--- src/common/lrgc_pkg.sv ---
// Constants for the receive line gain control block.
// Assumes a single 100 MHz clock domain and an 8-bit register port.
package lrgc_pkg;
    localparam int ADDR_W = 9;
    localparam int DATA_W = 8;
    localparam int GAIN_W = 6;
    localparam int PEAK_W = 8;
    localparam int OBS_W = 11;
    localparam int RAIL_W = 2;
    localparam int FIFO_DEPTH = 16;

    // Register offsets
    localparam logic [8:0] ADDR_LINE_CFG = 9'h020;
    localparam logic [8:0] ADDR_RX_CFG = 9'h022;
    localparam logic [8:0] ADDR_GAIN_CEIL = 9'h024;
    localparam logic [8:0] ADDR_GAIN_STAT = 9'h029;

    // Field positions
    localparam int LCFG_BYPASS_BIT = 7;
    localparam int LCFG_FORCE_GAIN_BIT = 6;
    localparam int LCFG_RAIL_OE_BIT = 0;
    localparam int RXCFG_OBS_LSB = 0;
    localparam int STAT_OVF_BIT = 7;
    localparam int STAT_FULL_BIT = 6;

    // Reset values
    localparam logic [7:0] LCFG_RESET = 8'h00;
    localparam logic [7:0] RXCFG_RESET = 8'h00;
    localparam logic [5:0] CEIL_RESET = 6'h3F;
    localparam logic [5:0] GAIN_MIN = 6'h00;
    localparam logic [5:0] GAIN_STEP = 6'h01;

    // Converter window: 75 % and 100 % of full scale
    localparam logic [7:0] PEAK_LOW = 8'hC0;
    localparam logic [7:0] PEAK_FULL = 8'hFF;
    localparam logic [7:0] PEAK_CLEAR = 8'h00;

    // Last count of each observation period, in symbols
    localparam logic [10:0] OBS_LAST_32 = 11'h01F;
    localparam logic [10:0] OBS_LAST_128 = 11'h07F;
    localparam logic [10:0] OBS_LAST_512 = 11'h1FF;
    localparam logic [10:0] OBS_LAST_2048 = 11'h7FF;
    localparam logic [10:0] OBS_STEP = 11'h001;

    // Output high-impedance bound after power-up, in reference cycles
    localparam int PWRUP_HIZ_CYCLES = 3000;

    typedef enum logic [1:0] {OBS_32, OBS_128, OBS_512, OBS_2048} lrgc_obs_t;
    typedef enum {ST_START, ST_TRACK, ST_FIXED} lrgc_agc_t;
endpackage

--- src/common/lrgc_stream_if.sv ---
// Valid/ready stream carrying one dual-rail symbol per beat.
// Assumes both ends sit on the same clock.
`timescale 1ns/10ps
interface lrgc_stream_if #(parameter int W = 2);
    logic valid;
    logic ready;
    logic [W-1:0] data;
    modport src (output valid, output data, input ready);
    modport snk (input valid, input data, output ready);
endinterface

--- src/logic/lrgc_fifo.sv ---
// Flip-flop FIFO with valid/ready on both sides.
// Assumes the caller gates all activity with clk_en.
`timescale 1ns/10ps
module lrgc_fifo #(
    parameter int W = 2,
    parameter int DEPTH = 16
) (
    input wire logic mclk,
    input wire logic reset,
    input wire logic clk_en,
    lrgc_stream_if.snk wr,
    lrgc_stream_if.src rd
);
    localparam int AW = $clog2(DEPTH);
    localparam logic [AW:0] FULL_CNT = (AW+1)'(DEPTH);

    logic [W-1:0] mem_r [DEPTH];
    logic [AW-1:0] wp_r, wp_nxt, rp_r, rp_nxt;
    logic [AW:0] cnt_r, cnt_nxt;
    logic push, pop;

    assign wr.ready = (cnt_r != FULL_CNT);
    assign rd.valid = (cnt_r != '0);
    assign rd.data = mem_r[rp_r];

    always_comb begin
        push = clk_en & wr.valid & wr.ready;
        pop = clk_en & rd.valid & rd.ready;
        wp_nxt = push ? wp_r + 1'b1 : wp_r;
        rp_nxt = pop ? rp_r + 1'b1 : rp_r;
        cnt_nxt = cnt_r;
        if (push && !pop) begin
            cnt_nxt = cnt_r + 1'b1;
        end else if (pop && !push) begin
            cnt_nxt = cnt_r - 1'b1;
        end
    end

    always_ff @(posedge mclk) begin
        if (reset) begin
            wp_r <= '0;
            rp_r <= '0;
            cnt_r <= '0;
        end else begin
            wp_r <= wp_nxt;
            rp_r <= rp_nxt;
            cnt_r <= cnt_nxt;
        end
        if (push) begin
            mem_r[wp_r] <= wr.data;
        end
    end
endmodule // lrgc_fifo

--- src/logic/lrgc_top.sv ---
// Receive line gain control: input select, gain loop, rail output.
// Assumes sliced line symbols and converter peaks arrive on mclk;
// bypass pins are asynchronous and are synchronised here.
//
// Summary of operation
// - Bypass bit set: ignore line inputs, take rail data from bypass pins.
// - In bypass the external rail clock times symbols; far end supplies it.
// - Line pulses become separate positive and negative rail data.
// - Received rail data is also presented on the rail output pins.
// - Gain loop keeps converter signal between 75 and 100 percent scale.
// - Gain moves inversely to measured peak: larger peak, less gain.
// - Force-gain bit picks gain-limit or fixed-gain operation.
// - Gain-limit operation caps adaptive gain; it is the normal mode.
// - Gain-limit starts at maximum sensitivity, then adjusts per period.
// - Observation period is 32, 128, 512 or 2048 symbols.
// - Present gain setting is readable in the status register.
// - Fixed-gain mode applies the ceiling register value directly.
// - Ceiling register is six bits, 64 settings of 1.25 dB.
// - Outputs are high impedance within 3000 reference cycles of power.
`timescale 1ns/10ps
module lrgc_top (
    input wire logic mclk,
    input wire logic reset,
    input wire logic clk_en,
    input wire logic [8:0] reg_addr,
    input wire logic reg_wr,
    input wire logic reg_rd,
    input wire logic [7:0] reg_wdata,
    output logic [7:0] reg_rdata,
    input wire logic line_in_plus,
    input wire logic line_in_minus,
    input wire logic line_symbol_tick,
    input wire logic [7:0] adc_peak_sample,
    input wire logic adc_sample_valid,
    input wire logic bypass_pos_rail_in,
    input wire logic bypass_neg_rail_in,
    input wire logic bypass_rx_clock_in,
    input wire logic rail_ready,
    output logic pos_rail_out,
    output logic neg_rail_out,
    output logic rail_valid,
    output logic rail_oe,
    output logic line_bypass_sel,
    output logic [5:0] gain_code
);
    function automatic logic [10:0] obs_last(input logic [1:0] sel);
        case (lrgc_pkg::lrgc_obs_t'(sel))
            lrgc_pkg::OBS_32: obs_last = lrgc_pkg::OBS_LAST_32;
            lrgc_pkg::OBS_128: obs_last = lrgc_pkg::OBS_LAST_128;
            lrgc_pkg::OBS_512: obs_last = lrgc_pkg::OBS_LAST_512;
            default: obs_last = lrgc_pkg::OBS_LAST_2048;
        endcase
    endfunction

    function automatic logic hit(input logic [8:0] a, input logic [8:0] off);
        hit = (a == off);
    endfunction

    lrgc_stream_if #(.W(lrgc_pkg::RAIL_W)) sym_if ();
    lrgc_stream_if #(.W(lrgc_pkg::RAIL_W)) out_if ();

    lrgc_fifo #(.W(lrgc_pkg::RAIL_W), .DEPTH(lrgc_pkg::FIFO_DEPTH)) u_fifo (
        .mclk(mclk),
        .reset(reset),
        .clk_en(clk_en),
        .wr(sym_if.snk),
        .rd(out_if.src)
    );

    // Register file
    logic [7:0] lcfg_r, lcfg_nxt, rxcfg_r, rxcfg_nxt, rdata_r, rdata_nxt;
    logic [5:0] ceil_r, ceil_nxt;
    logic ovf_r, ovf_nxt;
    logic bypass, force_gain, ovf_set;
    logic [1:0] obs_sel;

    assign bypass = lcfg_r[lrgc_pkg::LCFG_BYPASS_BIT];
    assign force_gain = lcfg_r[lrgc_pkg::LCFG_FORCE_GAIN_BIT];
    assign obs_sel = rxcfg_r[lrgc_pkg::RXCFG_OBS_LSB +: 2];

    // Bypass pin synchronisers and filtered levels
    logic [2:0] ck_s_r, ck_s_nxt, p_s_r, p_s_nxt, n_s_r, n_s_nxt;
    logic ck_f_r, ck_f_nxt, p_f_r, p_f_nxt, n_f_r, n_f_nxt;
    logic byp_edge;

    always_comb begin
        ck_s_nxt = {ck_s_r[1:0], bypass_rx_clock_in};
        p_s_nxt = {p_s_r[1:0], bypass_pos_rail_in};
        n_s_nxt = {n_s_r[1:0], bypass_neg_rail_in};
        // A level is taken only once stages two and three agree
        ck_f_nxt = (ck_s_r[1] == ck_s_r[2]) ? ck_s_r[2] : ck_f_r;
        p_f_nxt = (p_s_r[1] == p_s_r[2]) ? p_s_r[2] : p_f_r;
        n_f_nxt = (n_s_r[1] == n_s_r[2]) ? n_s_r[2] : n_f_r;
        byp_edge = ck_f_nxt & ~ck_f_r;
    end

    always_ff @(posedge mclk) begin
        if (reset) begin
            ck_s_r <= '0;
            p_s_r <= '0;
            n_s_r <= '0;
            ck_f_r <= 1'b0;
            p_f_r <= 1'b0;
            n_f_r <= 1'b0;
        end else if (clk_en) begin
            ck_s_r <= ck_s_nxt;
            p_s_r <= p_s_nxt;
            n_s_r <= n_s_nxt;
            ck_f_r <= ck_f_nxt;
            p_f_r <= p_f_nxt;
            n_f_r <= n_f_nxt;
        end
    end

    // Symbol source: line slicer or bypass rails
    logic sym_tick;
    logic [1:0] sym_data;

    always_comb begin
        if (bypass) begin
            sym_tick = byp_edge;
            sym_data = {p_f_nxt, n_f_nxt};
        end else begin
            sym_tick = line_symbol_tick;
            sym_data = {line_in_plus, line_in_minus};
        end
    end

    assign sym_if.valid = sym_tick;
    assign sym_if.data = sym_data;
    // No stall is possible on a line; a full FIFO drops and flags
    assign ovf_set = sym_tick & ~sym_if.ready;

    always_comb begin
        lcfg_nxt = lcfg_r;
        rxcfg_nxt = rxcfg_r;
        ceil_nxt = ceil_r;
        ovf_nxt = ovf_r;
        rdata_nxt = rdata_r;
        if (reg_wr) begin
            if (hit(reg_addr, lrgc_pkg::ADDR_LINE_CFG)) begin
                lcfg_nxt = reg_wdata;
            end
            if (hit(reg_addr, lrgc_pkg::ADDR_RX_CFG)) begin
                rxcfg_nxt = reg_wdata;
            end
            if (hit(reg_addr, lrgc_pkg::ADDR_GAIN_CEIL)) begin
                ceil_nxt = reg_wdata[5:0];
            end
        end
        if (reg_rd) begin
            rdata_nxt = 8'h00;
            if (hit(reg_addr, lrgc_pkg::ADDR_LINE_CFG)) begin
                rdata_nxt = lcfg_r;
            end
            if (hit(reg_addr, lrgc_pkg::ADDR_RX_CFG)) begin
                rdata_nxt = rxcfg_r;
            end
            if (hit(reg_addr, lrgc_pkg::ADDR_GAIN_CEIL)) begin
                rdata_nxt = {2'b00, ceil_r};
            end
            if (hit(reg_addr, lrgc_pkg::ADDR_GAIN_STAT)) begin
                rdata_nxt = {ovf_r, ~sym_if.ready, gain_code};
                ovf_nxt = 1'b0;
            end
        end
        // A new overflow beats a clearing read
        if (ovf_set) begin
            ovf_nxt = 1'b1;
        end
    end

    always_ff @(posedge mclk) begin
        if (reset) begin
            lcfg_r <= lrgc_pkg::LCFG_RESET;
            rxcfg_r <= lrgc_pkg::RXCFG_RESET;
            ceil_r <= lrgc_pkg::CEIL_RESET;
            ovf_r <= 1'b0;
            rdata_r <= 8'h00;
        end else if (clk_en) begin
            lcfg_r <= lcfg_nxt;
            rxcfg_r <= rxcfg_nxt;
            ceil_r <= ceil_nxt;
            ovf_r <= ovf_nxt;
            rdata_r <= rdata_nxt;
        end
    end

    assign reg_rdata = rdata_r;

    // Gain loop
    lrgc_pkg::lrgc_agc_t state_r, state_nxt;
    logic [5:0] gain_r, gain_nxt;
    logic [7:0] peak_r, peak_nxt;
    logic [10:0] obs_cnt_r, obs_cnt_nxt;
    logic obs_end, agc_tick;

    // Bypass carries no analog signal, so the loop pauses there
    assign agc_tick = sym_tick & ~bypass;
    // A shortened period takes effect at once
    assign obs_end = (state_r == lrgc_pkg::ST_TRACK) & agc_tick &
                     (obs_cnt_r >= obs_last(obs_sel));

    always_comb begin
        state_nxt = state_r;
        gain_nxt = gain_r;
        peak_nxt = peak_r;
        obs_cnt_nxt = obs_cnt_r;
        case (state_r)
            lrgc_pkg::ST_START: begin
                gain_nxt = ceil_r;
                peak_nxt = lrgc_pkg::PEAK_CLEAR;
                obs_cnt_nxt = '0;
                state_nxt = force_gain ? lrgc_pkg::ST_FIXED : lrgc_pkg::ST_TRACK;
            end
            lrgc_pkg::ST_TRACK: begin
                if (adc_sample_valid && adc_peak_sample > peak_r) begin
                    peak_nxt = adc_peak_sample;
                end
                if (obs_end) begin
                    obs_cnt_nxt = '0;
                    peak_nxt = adc_sample_valid ? adc_peak_sample : lrgc_pkg::PEAK_CLEAR;
                    if (peak_r == lrgc_pkg::PEAK_FULL && gain_r != lrgc_pkg::GAIN_MIN) begin
                        gain_nxt = gain_r - lrgc_pkg::GAIN_STEP;
                    end else if (peak_r < lrgc_pkg::PEAK_LOW && gain_r < ceil_r) begin
                        gain_nxt = gain_r + lrgc_pkg::GAIN_STEP;
                    end
                end else if (agc_tick) begin
                    obs_cnt_nxt = obs_cnt_r + lrgc_pkg::OBS_STEP;
                end
                if (gain_nxt > ceil_r) begin
                    gain_nxt = ceil_r;
                end
                if (force_gain) begin
                    state_nxt = lrgc_pkg::ST_FIXED;
                end
            end
            lrgc_pkg::ST_FIXED: begin
                gain_nxt = ceil_r;
                if (!force_gain) begin
                    state_nxt = lrgc_pkg::ST_START;
                end
            end
            default: begin
                state_nxt = lrgc_pkg::ST_START;
            end
        endcase
    end

    always_ff @(posedge mclk) begin
        if (reset) begin
            state_r <= lrgc_pkg::ST_START;
            gain_r <= lrgc_pkg::CEIL_RESET;
            peak_r <= lrgc_pkg::PEAK_CLEAR;
            obs_cnt_r <= '0;
        end else if (clk_en) begin
            state_r <= state_nxt;
            gain_r <= gain_nxt;
            peak_r <= peak_nxt;
            obs_cnt_r <= obs_cnt_nxt;
        end
    end

    assign gain_code = gain_r;

    // Rail output stage
    logic pos_r, pos_nxt, neg_r, neg_nxt, valid_r, valid_nxt;
    logic oe_r, oe_nxt, byp_r, byp_nxt, pop;

    assign out_if.ready = ~valid_r | rail_ready;
    assign pop = out_if.valid & out_if.ready;

    always_comb begin
        pos_nxt = pos_r;
        neg_nxt = neg_r;
        valid_nxt = valid_r;
        if (pop) begin
            {pos_nxt, neg_nxt} = out_if.data;
            valid_nxt = 1'b1;
        end else if (rail_ready) begin
            valid_nxt = 1'b0;
        end
        oe_nxt = lcfg_r[lrgc_pkg::LCFG_RAIL_OE_BIT];
        byp_nxt = bypass;
    end

    always_ff @(posedge mclk) begin
        if (reset) begin
            pos_r <= 1'b0;
            neg_r <= 1'b0;
            valid_r <= 1'b0;
            oe_r <= 1'b0;
            byp_r <= 1'b0;
        end else if (clk_en) begin
            pos_r <= pos_nxt;
            neg_r <= neg_nxt;
            valid_r <= valid_nxt;
            oe_r <= oe_nxt;
            byp_r <= byp_nxt;
        end
    end

    assign pos_rail_out = pos_r;
    assign neg_rail_out = neg_r;
    assign rail_valid = valid_r;
    assign rail_oe = oe_r;
    assign line_bypass_sel = byp_r;
endmodule // lrgc_top

--- config.mk ---
export PLATFORM = sky130hd
export DESIGN_NAME = lrgc_top
export DESIGN_NICKNAME = d
export VERILOG_FILES = /design/src/common/lrgc_pkg.sv /design/src/common/lrgc_stream_if.sv /design/src/logic/lrgc_fifo.sv /design/src/logic/lrgc_top.sv
export SDC_FILE = /design/constraint.sdc
export NUM_CORES = 1
export LEC_CHECK = 0
export ABC_AREA = 1
export BUFFER_PORTS_ARGS = -buffer_cell sky130_fd_sc_hd__buf_2
export CAP_MARGIN = 20
export CORE_MARGIN = 10
export CORE_UTILIZATION = 30
export DETAILED_ROUTE_END_ITERATION = 12
export PLACE_DENSITY = 0.49
export SLEW_MARGIN = 25
export SYNTH_ARGS = -nofsm -noshare
export SYNTH_HDL_FRONTEND = slang
export SYNTH_SLANG_ARGS = --single-unit
--- constraint.sdc ---
create_clock -name mclk -period 3.4 [get_ports mclk]
set_input_delay 0.85 -clock mclk [delete_from_list [all_inputs] [get_ports mclk]]
set_output_delay 0.85 -clock mclk [all_outputs]
set_load 0.01 [all_outputs]
==> results.json <==
{
  "slowest_delay_ns": 0.38,
  "grt_max_degree": 32,
  "tns_ns": 0,
  "leakage_nw": 3.42,
  "hold_class": "register to register",
  "netlist_instances": 865,
  "gp_congestion": 0.779,
  "clk_pin_slew_ns": 0.06,
  "fin_skew_ns": 0.0104,
  "max_freq_mhz": 334,
  "utilization": 0.361,
  "hold_ws_ns": 0.471,
  "synth_warnings": 0,
  "drtPass1Iterations": 4,
  "rr_worst_depth": 23,
  "synth_ff_type": "dfxtp_1",
  "grt_pass1_vias": 5452,
  "seq_area_frac_synth": 0.411,
  "initial_core_util": 0.304,
  "synthArstFlopShare": 0,
  "setup_slack_ns": 0.405,
  "place_hpwl_microns": 13000,
  "hold_buffers": 0,
  "worstMarginPinSlew_ns": 0.675,
  "diodes": 0,
  "antenna_found_initial": 0,
  "slowest_stage": "dfxtp_2",
  "pin_count": 57,
  "netlist_area_sq_um": 6620,
  "syn_to_final_growth_pct": 18.5,
  "critPathMaxFanout": 6,
  "grtUsageTotal": 0.122,
  "cts_sinks": 120,
  "grt_pass1_wl_microns": 28500,
  "timing_max_transition_violations_final": 0,
  "viasPerCell": 4.60,
  "crit_required_ns": 3.71,
  "setup_viol": 0,
  "pre_cts_slack_ns": 0.195,
  "crit_path_end_kind": "register",
  "vias": 5637,
  "post-cts-setup-buffers": 0,
  "nets": 1007,
  "cts_buffer_depth": 2,
  "vdd.ir_drop.worst_uv": 218,
  "crit_path_cell_trace": "nand2_1 > ha_1 > nand2_1 > inv_1 > nand3_1 > inv_1 > nand3_2 > nand3_4 > nand2_4 > inv_4 > nand2_1 > nand2_1 > inv_1 > ha_1 > nand2_1 > nor2_1 > o21ai_0 > o211ai_1 > a21oi_2 > buf_4 > nand3_1 > nand2_1 > nand2_1",
  "cts_buffers": 17,
  "die_w_microns": 169,
  "r2r_slack_ns": 0.41,
  "reg2reg_to": "gain_code[1]",
  "synth_fp_nets": 940,
  "fin_cells": 1225,
  "post_drt_wl_per_cell_microns": 14.1,
  "drc_errors": 0,
  "insertion_delay_ns": 0.42,
  "drv_cap": 0,
  "layout-drive-gt1-share": 0.179,
  "cp-startpoint": "rxcfg_r[1]",
  "hold_viol_final": 0,
  "nFillCells": 2312,
  "core_sq_um": 21800,
  "clockRootBuffer": "clkbuf_16",
  "syn_avg_cell_area_sq_um": 7.65,
  "dpl.cell_count": 1193,
  "grt_overflow_total": 0,
  "synth.distinct_cells": 48,
  "endpoint": "gain_code[1]",
  "die_h_microns": 169,
  "ys_ff_latch": 120,
  "power_density_nw_per_um2": 536,
  "drt_iter0_markers": 323,
  "drt.antenna.violating_nets": 0,
  "htreeDepth": 4,
  "period_share": 0.881,
  "r2r_start": "rxcfg_r[1]",
  "arrival_ns": 3.30,
  "fin_crit_ns": 2.99,
  "crit_type": "register to register",
  "io_buffer_count": 56,
  "synth_edf_count": 32,
  "outcome": "complete, no violations",
  "die_area_sq_um": 28400,
  "rows": 54,
  "relSlewSlack": 0.546,
  "drt-total-wl_microns": 17300,
  "start_kind": "register",
  "cts_tree": "yes",
  "crit_top_cell": "nand2_1"
}
-- cell type report --
| cell class | instances | area, sq um | share of cell area |
|---|---|---|---|
| clock buffers | 17 | 425 | 0.0542 |
| clock inverters | 15 | 163 | 0.0207 |
| inverters | 99 | 374 | 0.0477 |
| multi-input cells | 619 | 3390 | 0.432 |
| flip-flops and latches | 120 | 2730 | 0.347 |
| well taps | 280 | 350 | 0.0446 |
| repair buffers | 75 | 423 | 0.0539 |
-- through the flow --
stage	total power [mW]	instance area [sq um]
detailed placement	2.44	7250
global route	4.44	7850
finish	4.21	7850
CTS	4.26	7840
global placement	2.44	7250
floorplan	2.21	6620
-- state kept, by name, indices dropped and copies added, names as in the netlist, 4 cells and up --
register,count
ceil_r,6
gain_code,6
lcfg_r,8
obs_cnt_r,11
peak_r,8
reg_rdata,8
rxcfg_r,8
u_fifo.cnt_r,5
u_fifo.mem_r,32
u_fifo.rp_r,4
u_fifo.wp_r,4
-- placed cells by master (no fill, tap or decap), types with 4 or more instances in the layout --
cell type	synthesis	final
a211oi_1	6	6
a21oi_1	52	51
a21oi_2	8	9
buf_2	6	56
buf_4	2	19
clkbuf_16	0	17
dfxtp_1	88	86
edfxtp_1	32	32
ha_1	36	36
inv_1	88	87
inv_2	8	9
inv_6	0	6
nand2_1	169	169
nand3_1	47	47
nand3_2	5	5
nand4_1	9	9
nor2_1	122	121
nor2_2	17	18
nor2_4	4	4
nor3_1	9	9
o211ai_1	17	17
o21ai_0	69	69
xnor2_1	4	4
xor2_1	12	12
-- cells in the mapped netlist, types with 2 or more instances --
library cell	count	area [sq um]
a211oi_2	2	25.0
o21ai_0	69	345
nor2_2	17	106
ha_1	36	450
nand3_1	47	235
buf_2	6	30.0
nor3_1	9	45.0
o21ai_2	2	17.5
dfxtp_1	88	1760
a211oi_1	6	45.0
a21o_1	2	15.0
buf_4	2	15.0
o21bai_1	2	15.0
nor4_1	3	18.8
nand3_2	5	50.1
nand2_1	169	634
a21oi_1	52	260
nand4_1	9	56.3
clkinv_1	2	7.51
buf_6	2	22.5
nor2_4	4	45.0
edfxtp_1	32	961
xor2_1	12	105
inv_2	8	30.0
o211ai_1	17	128
a31oi_1	3	18.8
nand2_2	3	18.8
nor3_2	2	20.0
buf_1	2	7.51
nand3b_1	2	15.0
inv_1	88	330
nor2_1	122	458
nand3_4	2	35.0
xnor2_1	4	35.0
a21oi_2	8	70.1
clkbuf_1	14	52.6
-- worst min-delay path by stage --
stage                         to         start  slack (ns)  depth (start not counted)
floorplan                  ovf_r         ovf_r        0.44                          2
global placement           ovf_r         ovf_r        0.45                          2
detailed placement  reg_rdata[2]  reg_rdata[2]        0.46                          2
CTS                 reg_rdata[2]  reg_rdata[2]        0.47                          2
global route        reg_rdata[2]  reg_rdata[2]        0.50                          2
finish              reg_rdata[2]  reg_rdata[2]        0.47                          2
-- routing by layer --
layer	up-vias	wire length [microns]	global-route usage
met5	-	0	0
met4	0	171	0.0352
met2	81	7860	0.195
met1	2539	8700	0.161
li1	3004	-	-
met3	13	562	0.0280
-- kinds of logic (layout without fill, tap and decap cells) --
group | count (synthesis) | after routing | synth area share
AND/OR/NAND/NOR | 400 | 400 | 0.273
AO/OA/AOI/OAI | 165 | 165 | 0.144
buffers and inverters | 126 | 206 | 0.0781
flip-flops | 120 | 120 | 0.411
adder cells (fa/ha/maj) | 37 | 37 | 0.0711
XOR/XNOR | 16 | 16 | 0.0212
multiplexers | 1 | 1 | 0.00151
-- critical path: cells and delay by family (launching register included) --
kind | cells | cell delay [ns]
compound gates | 3 | 0.37
fa+ha+maj | 2 | 0.58
buf+inv | 5 | 0.49
flops | 1 | 0.38
simple gates | 13 | 1.06
-- where the power goes --
part	leakage, nW	switching [mW]	internal [mW]	total, mW
clock	0.287	0.705	1.09	1.80
combinational	2.12	0.485	0.299	0.784
sequential	1.01	0.0803	1.55	1.63
-- what timing repair did --
| action | in CTS | in global routing |
|---|---|---|
| gates resized for setup | 0 | 5 |
| endpoints found under the setup margin | 0 | 6 |
| endpoints found under the hold margin | 0 | 0 |
(Power assumes the default switching activity.)
